File: src/rtl/csc_pkg.sv
// Package of constants and types for the clock source mode control block.
// Notes on behaviour
// Software changes the reference divider in the same write as selects.
// Reference status follows its select after some divided reference cycles.
// Output moves to a new clock only after some cycles of it.
// An unavailable new clock leaves the previous one selected.
// Bus divider changes act on the output at once.
// Low-power bit clear keeps the loop on and locking in bypass.
// Internal reference output enable drives the internal reference out.
// Larger trim lengthens the internal reference period.
// Trim reaches the main output only in internal reference modes.
// Coarse and fine trim survive every reset; the code reloads both on pwr_up_i.
// Internal reference runs in stop when both its enables are set.
// Software may load the stored trim, fine trim excluded; the code also lets software write fine trim through bit 0 at ADR_STAT.
// External reference stays between 31.25 kHz and 5 MHz.
// External reference output enable drives the external reference out.
// With reference select set the loop ignores the external reference.
// External reference runs in stop when both its enables are set.
// The divided loop reference leaves as the fixed-frequency clock.
// Valid flag is always high in both loop-engaged modes.
// In bypass, valid needs reference divider at least bus divider plus 2.
// The running loop locks to 1024 times the divided reference; the code instead toggles the loop output every ref_clk_i cycle once locked.
// Output select 00 loop, 01 internal, 10 external, 11 reserved.
// Bypass, low-power set, no debug: loop and debug clock off.
// Status bits change through synchronised, glitch-free switching.
package csc_pkg;
   localparam logic [2:0] ADR_CTRL1 = 3'h0;
   localparam logic [2:0] ADR_CTRL2 = 3'h1;
   localparam logic [2:0] ADR_TRIM = 3'h2;
   localparam logic [2:0] ADR_STAT = 3'h3;
   localparam logic [7:0] CTRL1_RST = 8'h04;
   localparam logic [7:0] CTRL2_RST = 8'h00;
   localparam logic [7:0] CTRL2_MASK = 8'hcd;
   localparam logic [7:0] TRIM_PWRUP = 8'h80;
   localparam logic [9:0] IRC_BASE = 10'h010;
   localparam logic [1:0] SYNC_LAST = 2'h2;
   localparam logic [2:0] LOCK_CNT = 3'h4;
   localparam int LOOP_MULT = 1024;
   localparam logic [1:0] SEL_LOOP = 2'h0;
   localparam logic [1:0] SEL_INT = 2'h1;
   localparam logic [1:0] SEL_EXT = 2'h2;
   localparam logic [1:0] SEL_RSV = 2'h3;
   localparam logic [3:0] FFE_MARGIN = 4'h2;
   typedef struct packed {
      logic [1:0] clk_sel;
      logic [2:0] reference_divider;
      logic ref_sel;
      logic internal_ref_output_enable;
      logic internal_ref_stop_enable;
   } csc_ctrl1_s;
   typedef struct packed {
      logic [1:0] bus_divider;
      logic [1:0] rsv_hi;
      logic lp;
      logic external_ref_output_enable;
      logic rsv_lo;
      logic external_ref_stop_enable;
   } csc_ctrl2_s;
   typedef enum logic [1:0] {
      CS_HOLD = 2'b01,
      CS_SYNC = 2'b10
   } csc_sw_e;
endpackage : csc_pkg

File: src/rtl/csc_top.sv
// Clock source mode control block, modelled in the reference clock domain.
//
// Added by the designer: the plain strobed port and the placing of the registers.
`timescale 1ns/10ps
`default_nettype none
module csc_top (
   // Clock, reset, enable
   input wire logic ref_clk_i,
   input wire logic sys_rst_i,
   input wire logic pwr_up_i,
   input wire logic ce_i,
   // Register port
   input wire logic [2:0] addr_i,
   input wire logic [7:0] wr_data_i,
   input wire logic wr_i,
   input wire logic rd_i,
   output logic [7:0] rd_data_o,
   // Chip state and external reference pin
   input wire logic stop_i,
   input wire logic debug_mode_i,
   input wire logic ext_ref_clk_i,
   // Clock outputs
   output logic main_output_clock_o,
   output logic internal_ref_clock_out_o,
   output logic external_ref_clock_out_o,
   output logic fixed_frequency_clock_o,
   output logic fixed_frequency_valid_o,
   output logic debug_comm_clock_o,
   output logic loop_locked_o
);
   csc_pkg::csc_ctrl1_s c1_r, c1_nxt;
   csc_pkg::csc_ctrl2_s c2_r, c2_nxt;
   logic [7:0] trim_r, trim_nxt;
   logic fine_trim_r, fine_trim_nxt;
   logic [7:0] rd_r, rd_nxt;
   logic ext1_r, ext2_r, ext3_r;
   logic [9:0] irc_cnt_r, irc_cnt_nxt, irc_half;
   logic irc_r, irc_nxt, irc_run, irc_rise, ext_rise;
   logic [7:0] dcnt_r, dcnt_nxt;
   logic raw_rise, dref_lvl, dref_rise, ff_r;
   logic ref_st_r, ref_st_nxt, sw_done;
   logic [1:0] rsw_r, rsw_nxt;
   logic [2:0] lock_r, lock_nxt;
   logic loop_en, locked, loop_on, loop_ph_r, loop_ph_nxt, lk_r, lk_nxt;
   csc_pkg::csc_sw_e st_r, st_nxt;
   logic [1:0] clk_st_r, clk_st_nxt, tgt_r, tgt_nxt;
   logic [1:0] osw_r, osw_nxt;
   logic tgt_rise, sel_lvl, sel_prev_r, sel_rise;
   logic [2:0] bcnt_r, bcnt_nxt;
   logic main_r, main_nxt, ffe_r, ffe_nxt;
   logic irco_r, irco_nxt, erco_r, erco_nxt, dbg_r;

   // Trim holds through sys_rst_i; only power-up loads a start value.
   always_comb begin
      trim_nxt = trim_r;
      fine_trim_nxt = fine_trim_r;
      if (ce_i && pwr_up_i) begin
         trim_nxt = csc_pkg::TRIM_PWRUP;
         fine_trim_nxt = 1'b0;
      end else if (ce_i && wr_i && addr_i == csc_pkg::ADR_TRIM) begin
         trim_nxt = wr_data_i;
      end else if (ce_i && wr_i && addr_i == csc_pkg::ADR_STAT) begin
         fine_trim_nxt = wr_data_i[0];
      end
   end

   always_ff @(posedge ref_clk_i) begin
      trim_r <= trim_nxt;
      fine_trim_r <= fine_trim_nxt;
   end

   // Control registers and read port.
   always_comb begin
      c1_nxt = c1_r;
      c2_nxt = c2_r;
      rd_nxt = 8'h00;
      if (wr_i && addr_i == csc_pkg::ADR_CTRL1) begin
         c1_nxt = csc_pkg::csc_ctrl1_s'(wr_data_i);
      end
      if (wr_i && addr_i == csc_pkg::ADR_CTRL2) begin
         c2_nxt = csc_pkg::csc_ctrl2_s'(wr_data_i & csc_pkg::CTRL2_MASK);
      end
      if (rd_i) begin
         unique case (addr_i)
            csc_pkg::ADR_CTRL1: rd_nxt = c1_r;
            csc_pkg::ADR_CTRL2: rd_nxt = c2_r;
            csc_pkg::ADR_TRIM: rd_nxt = trim_r;
            csc_pkg::ADR_STAT: begin
               rd_nxt = {3'h0, ref_st_r, clk_st_r, locked, fine_trim_r};
            end
            default: rd_nxt = 8'h00;
         endcase
      end
   end

   // Pin synchroniser; only ext2_r reads ext1_r.
   always_ff @(posedge ref_clk_i) begin
      if (sys_rst_i) begin
         ext1_r <= 1'b0;
         ext2_r <= 1'b0;
         ext3_r <= 1'b0;
      end else if (ce_i) begin
         ext1_r <= ext_ref_clk_i;
         ext2_r <= ext1_r;
         ext3_r <= ext2_r;
      end
   end

   assign ext_rise = ext2_r && !ext3_r;

   // Internal reference: half period grows with the trim value.
   assign irc_half = csc_pkg::IRC_BASE + {2'b00, trim_r}
      + {9'h000, fine_trim_r};
   assign irc_run = !stop_i || (c1_r.internal_ref_output_enable && c1_r.internal_ref_stop_enable);
   assign irc_rise = irc_run && irc_cnt_r >= irc_half && !irc_r;

   // Loop reference and its divider.
   assign raw_rise = c1_r.ref_sel ? irc_rise : ext_rise;
   assign dref_lvl = (c1_r.reference_divider == 3'h0)
      ? (c1_r.ref_sel ? irc_r : ext3_r)
      : dcnt_r[3'(c1_r.reference_divider - 3'h1)];
   assign dref_rise = dref_lvl && !ff_r;
   assign sw_done = (c1_r.ref_sel != ref_st_r) && dref_rise
      && rsw_r == csc_pkg::SYNC_LAST;
   // The loop stops only in low-power bypass without debug.
   assign loop_en = !(clk_st_r != csc_pkg::SEL_LOOP && c2_r.lp
      && !debug_mode_i);
   assign locked = lock_r == csc_pkg::LOCK_CNT;
   assign loop_on = loop_en && locked && !stop_i;

   always_comb begin
      irc_cnt_nxt = irc_cnt_r;
      irc_nxt = irc_r;
      if (irc_run) begin
         if (irc_cnt_r >= irc_half) begin
            irc_cnt_nxt = 10'h000;
            irc_nxt = !irc_r;
         end else begin
            irc_cnt_nxt = irc_cnt_r + 10'h001;
         end
      end
      dcnt_nxt = dcnt_r + {7'h00, raw_rise};
      ref_st_nxt = ref_st_r;
      rsw_nxt = 2'h0;
      if (c1_r.ref_sel != ref_st_r && !stop_i) begin
         rsw_nxt = rsw_r + {1'b0, dref_rise};
         if (sw_done) begin
            ref_st_nxt = c1_r.ref_sel;
            rsw_nxt = 2'h0;
         end
      end
      lock_nxt = lock_r;
      if (!loop_en || sw_done) begin
         lock_nxt = 3'h0;
      end else if (dref_rise && !locked) begin
         lock_nxt = lock_r + 3'h1;
      end
      lk_nxt = lock_nxt == csc_pkg::LOCK_CNT;
      // Loop output is modelled as the fastest toggle this clock allows.
      loop_ph_nxt = loop_on ? !loop_ph_r : 1'b0;
   end

   // Output clock switch: count edges of the target before moving.
   always_comb begin
      unique case (tgt_r)
         csc_pkg::SEL_LOOP: tgt_rise = loop_on && !loop_ph_r;
         csc_pkg::SEL_INT: tgt_rise = irc_rise;
         csc_pkg::SEL_EXT: tgt_rise = ext_rise;
         default: tgt_rise = 1'b0;
      endcase
      st_nxt = st_r;
      tgt_nxt = tgt_r;
      osw_nxt = osw_r;
      clk_st_nxt = clk_st_r;
      unique case (st_r)
         csc_pkg::CS_HOLD: begin
            if (c1_r.clk_sel != clk_st_r
               && c1_r.clk_sel != csc_pkg::SEL_RSV) begin
               st_nxt = csc_pkg::CS_SYNC;
               tgt_nxt = c1_r.clk_sel;
               osw_nxt = 2'h0;
            end
         end
         csc_pkg::CS_SYNC: begin
            if (c1_r.clk_sel != tgt_r) begin
               st_nxt = csc_pkg::CS_HOLD;
            end else if (tgt_rise) begin
               // With no edges from the target, the old clock stays.
               osw_nxt = osw_r + 2'h1;
               if (osw_r == csc_pkg::SYNC_LAST) begin
                  clk_st_nxt = tgt_r;
                  st_nxt = csc_pkg::CS_HOLD;
               end
            end
         end
      endcase
   end

   // Main output, bus divider and fixed-frequency flag.
   always_comb begin
      unique case (clk_st_r)
         csc_pkg::SEL_LOOP: sel_lvl = loop_ph_r;
         csc_pkg::SEL_INT: sel_lvl = irc_r;
         csc_pkg::SEL_EXT: sel_lvl = ext3_r;
         default: sel_lvl = 1'b0;
      endcase
      sel_rise = sel_lvl && !sel_prev_r;
      bcnt_nxt = bcnt_r + {2'b00, sel_rise};
      main_nxt = main_r;
      if (!stop_i) begin
         main_nxt = (c2_r.bus_divider == 2'b00) ? sel_lvl
            : bcnt_r[2'(c2_r.bus_divider - 2'b01)];
      end
      ffe_nxt = (clk_st_r == csc_pkg::SEL_LOOP)
         || ({1'b0, c1_r.reference_divider}
         >= {2'b00, c2_r.bus_divider} + csc_pkg::FFE_MARGIN);
      irco_nxt = c1_r.internal_ref_output_enable && irc_r;
      erco_nxt = c2_r.external_ref_output_enable && ext3_r;
      if (stop_i && !(c2_r.external_ref_output_enable && c2_r.external_ref_stop_enable)) begin
         erco_nxt = erco_r;
      end
   end

   always_ff @(posedge ref_clk_i) begin
      if (sys_rst_i) begin
         c1_r <= csc_pkg::csc_ctrl1_s'(csc_pkg::CTRL1_RST);
         c2_r <= csc_pkg::csc_ctrl2_s'(csc_pkg::CTRL2_RST);
         rd_r <= 8'h00;
         irc_cnt_r <= 10'h000;
         irc_r <= 1'b0;
         dcnt_r <= 8'h00;
         ff_r <= 1'b0;
         ref_st_r <= 1'b1;
         rsw_r <= 2'h0;
         lock_r <= 3'h0;
         lk_r <= 1'b0;
         loop_ph_r <= 1'b0;
         st_r <= csc_pkg::CS_HOLD;
         tgt_r <= csc_pkg::SEL_LOOP;
         osw_r <= 2'h0;
         clk_st_r <= csc_pkg::SEL_LOOP;
         sel_prev_r <= 1'b0;
         bcnt_r <= 3'h0;
         main_r <= 1'b0;
         ffe_r <= 1'b0;
         irco_r <= 1'b0;
         erco_r <= 1'b0;
         dbg_r <= 1'b0;
      end else if (ce_i) begin
         c1_r <= c1_nxt;
         c2_r <= c2_nxt;
         rd_r <= rd_nxt;
         irc_cnt_r <= irc_cnt_nxt;
         irc_r <= irc_nxt;
         dcnt_r <= dcnt_nxt;
         ff_r <= dref_lvl;
         ref_st_r <= ref_st_nxt;
         rsw_r <= rsw_nxt;
         lock_r <= lock_nxt;
         lk_r <= lk_nxt;
         loop_ph_r <= loop_ph_nxt;
         st_r <= st_nxt;
         tgt_r <= tgt_nxt;
         osw_r <= osw_nxt;
         clk_st_r <= clk_st_nxt;
         sel_prev_r <= sel_lvl;
         bcnt_r <= bcnt_nxt;
         main_r <= main_nxt;
         ffe_r <= ffe_nxt;
         irco_r <= irco_nxt;
         erco_r <= erco_nxt;
         dbg_r <= loop_en;
      end
   end

   assign rd_data_o = rd_r;
   assign main_output_clock_o = main_r;
   assign internal_ref_clock_out_o = irco_r;
   assign external_ref_clock_out_o = erco_r;
   assign fixed_frequency_clock_o = ff_r;
   assign fixed_frequency_valid_o = ffe_r;
   assign debug_comm_clock_o = dbg_r;
   assign loop_locked_o = lk_r;
endmodule : csc_top
`default_nettype wire

File: config.mk
export PLATFORM = sky130hd
export DESIGN_NAME = csc_top
export DESIGN_NICKNAME = d
export VERILOG_FILES = /design/src/rtl/csc_pkg.sv /design/src/rtl/csc_top.sv
export SDC_FILE = /design/constraint.sdc
export NUM_CORES = 1
export LEC_CHECK = 0
export BUFFER_PORTS_ARGS = -buffer_cell sky130_fd_sc_hd__buf_4
export CORE_AREA = 2 2 91 93
export DETAILED_ROUTE_END_ITERATION = 8
export DIE_AREA = 0 0 93 95
export PLACE_DENSITY_LB_ADDON = 0.15
export SYNTH_ARGS = -nofsm -noshare
export SYNTH_HDL_FRONTEND = slang
export SYNTH_SLANG_ARGS = --single-unit
File: constraint.sdc
create_clock -name ref_clk_i -period 2.9 [get_ports ref_clk_i]
set_input_delay 0.87 -clock ref_clk_i [delete_from_list [all_inputs] [get_ports ref_clk_i]]
set_output_delay 0.87 -clock ref_clk_i [all_outputs]
set_load 0.02 [all_outputs]
==> flow_metrics.env <==
export IMPL_yosysSeqAreaShare_pct=37.70
export IMPL_die_h_um=95
export IMPL_via_per_inst=5.662
export IMPL_rsz0062_at_grt="yes"
export IMPL_skew_ns=0.008244
export IMPL_slew_headroom_pct=56.54
export IMPL_max_slew_worst_pin_slew_ns=0.6429
export IMPL_globalplace_congestion=0.8733
export IMPL_clkTransAtPathRegs_ns=0.08
export IMPL_min_period_ns=2.983
export IMPL_power_density_mw_per_mm2=400.3
export IMPL_drive_gt1_share_pct=20.38
export IMPL_grt_pass1_vias=3281
export IMPL_max_cap_violations=0
export IMPL_antenna_found_initial=0
export IMPL_firstDrtPassIters=4
export IMPL_worst_hold_slack_ns=0.4843
export IMPL_postSynthAreaPerCell_um2=8.984
export IMPL_wl_per_cell_um=16.18
export IMPL_hpwl_um=7192
export IMPL_crit_type="register to register"
export IMPL_grtUsageTotal_pct=24.08
export IMPL_num_antenna_cells=0
export IMPL_finalSetupViolations=5
export IMPL_nets=563
export IMPL_pin_count=35
export IMPL_vias=3539
export IMPL_grt_ovfl_total=0
export IMPL_core_area_mm2=0.007928
export IMPL_fin_crit_sh_pct=102.9
export IMPL_peakVddDrop_mv=0.2669
export IMPL_async_flop_share_pct=0
export IMPL_syn_cell_area_mm2=0.004141
export IMPL_slew_violations=0
export IMPL_synth_cell_types=57
export IMPL_fill_cells=704
export IMPL_start_util_pct=52.24
export IMPL_ys_warn_count=0
export IMPL_startpoint_type="register"
export IMPL_hold_viol_final=0
export IMPL_cts_sinks=78
export IMPL_power_leakage_nw=2.020
export IMPL_die_x_um=93
export IMPL_cp_end_kind="register"
export IMPL_ant_nets=0
export IMPL_syn2layout_area_growth_pct=20.54
export IMPL_wirelength_um=10110
export IMPL_dieArea_mm2=0.008835
export IMPL_layout_common_cells="76 x dfxtp_1, 74 x nor2_1, 61 x buf_4, 36 x mux2i_1, 26 x nand2_1"
export IMPL_clock_path_buffers=2
export IMPL_synthCells=461
export IMPL_synth_edf_count=0
export IMPL_drc=0
export IMPL_mostFrequentLayoutCell="dfxtp_1"
export IMPL_drt_iter0_drc=164
export IMPL_hp_class="register to register"
export IMPL_cp_required_ns=3.12
export IMPL_grt_pass1_wl_um=16610
export IMPL_fmaxAchievable_mhz=335.2
export IMPL_worstPathArrival_ns=3.21
export IMPL_rows=33
export IMPL_synth_nets=508
export IMPL_portBuffers=34
export IMPL_grt_max_degree=59
export IMPL_status="finished, violations left"
export IMPL_cts_root_buf="clkbuf_8"
export IMPL_ys_ff_latch=78
export IMPL_setup_slack_ns=-0.08340
export IMPL_cts_max_level=3
export IMPL_clk_latency_ns=0.35
export IMPL_worstPathMaxFanout=3
export IMPL_ys_flop_type="dfxtp_1"
export IMPL_tritoncts="done"
export IMPL_dp_slack_ns=-0.2685
export IMPL_cts_inserted_buffers=9
export IMPL_violations="negative setup slack"
through the flow:
step	util, %	power, mW	cell area, µm²	setup TNS (ns)	cells
after detailed placement	58.82	1.310	4663	-1.363	605
after CTS	61.88	2.017	4906	-0.6261	624
after global placement	58.82	1.307	4663	-0.5393	605
after global routing	62.97	2.093	4992	-1.360	625
final	62.97	1.998	4992	-0.2914	625
after floorplan	-	1.233	4172	0	461
power breakdown:
group / leakage (nW) / switching [mW] / internal [mW]
Sequential: 0.632 / 0.0181 / 1.09
Clock: 0.0731 / 0.406 / 0.302
Combinational: 1.31 / 0.107 / 0.0800
Total: 2.02 / 0.531 / 1.47
metal layers:
layer / up-vias / part of all wire (%) / global-route usage [%]
met5: - / 0 / 0
met4: 0 / 1.5 / 6.985
met3: 13 / 3.7 / 5.986
met2: 69 / 47 / 37.02
met1: 1700 / 48 / 33.60
li1: 1757 / - / -
Yosys cell counts (5+ instances only):
cell,n,area [µm²]
a21oi_1,24,120.1
a22oi_1,8,60.06
and3_1,6,37.54
clkbuf_1,15,56.30
dfxtp_1,78,1562
ha_1,27,337.8
inv_1,24,90.09
mux2i_1,36,360.4
nand2_1,27,101.4
nand2b_1,5,31.28
nand3_1,10,50.05
nand4_1,7,43.79
nor2_1,74,277.8
nor2b_1,6,37.54
o21ai_0,13,65.06
xnor2_1,5,43.79
xor2_1,18,157.7
path summary, 6_finish.rpt:
| path | from | to | slack [ns] | cells past startpoint |
|---|---|---|---|---|
| max | fine_trim_r$_SDFFE_PP0P_ | dcnt_r[6]$_SDFFE_PP0P_ | -0.08 | 15 |
| min | internal_ref_clock_out_o$_SDFFE_PP0P_ | internal_ref_clock_out_o$_SDFFE_PP0P_ | 0.48 | 2 |
| max reg2reg | fine_trim_r$_SDFFE_PP0P_ | dcnt_r[6]$_SDFFE_PP0P_ | -0.08 | 15 |
| min reg2reg | internal_ref_clock_out_o$_SDFFE_PP0P_ | internal_ref_clock_out_o$_SDFFE_PP0P_ | 0.48 | 2 |
cells by family (layout without fill, tap and decap cells):
family | count (synthesis) | in the layout | share of synthesized area (%)
AND/OR/NAND/NOR | 160 | 160 | 18.52
AO/OA/AOI/OAI | 89 | 89 | 14.80
flip-flops | 78 | 78 | 37.70
multiplexers | 42 | 42 | 12.14
buffers and inverters | 42 | 101 | 3.807
adder cells (fa/ha/maj) | 27 | 27 | 8.157
XOR/XNOR | 23 | 23 | 4.864
what timing repair did:
item	in CTS	in global routing
hold buffers	0	0
setup endpoints to repair	7	21
gates resized for setup	10	12
buffers inserted	4	2
pin swaps	10	14
critical path, cell delays in order (launching register included):
cell	delay, ns
dfxtp_4	0.37
ha_4	0.16
a41o_1	0.27
nand3_2	0.09
xor2_1	0.16
ha_1	0.26
a21o_1	0.17
a211oi_2	0.23
a21boi_4	0.27
o41ai_4	0.09
ha_2	0.21
buf_4	0.14
ha_4	0.16
nand4_1	0.10
xor2_1	0.15
nor2_1	0.05
state kept, by name, indices dropped and copies added (netlist names), 2 cells and up:
name	cells
irc_cnt_r	10
c1_r	8
dcnt_r	8
rd_data_o	8
trim_r	8
c2_r	5
bcnt_r	3
lock_r	3
clk_st_r	2
osw_r	2
rsw_r	2
st_r	2
tgt_r	2
area by class of cell:
| type | count | area, µm² | area share, % |
|---|---|---|---|
| Inverter | 24 | 90.09 | 1.805 |
| Timing Repair Buffer | 62 | 478.0 | 9.574 |
| Tap cell | 105 | 131.4 | 2.632 |
| Clock inverter | 6 | 40.04 | 0.8020 |
| Sequential cell | 78 | 1569 | 31.43 |
| Clock buffer | 9 | 123.9 | 2.481 |
| Multi-Input combinational cell | 341 | 2560 | 51.28 |
No activity file was read; power rests on OpenSTA's default activity.
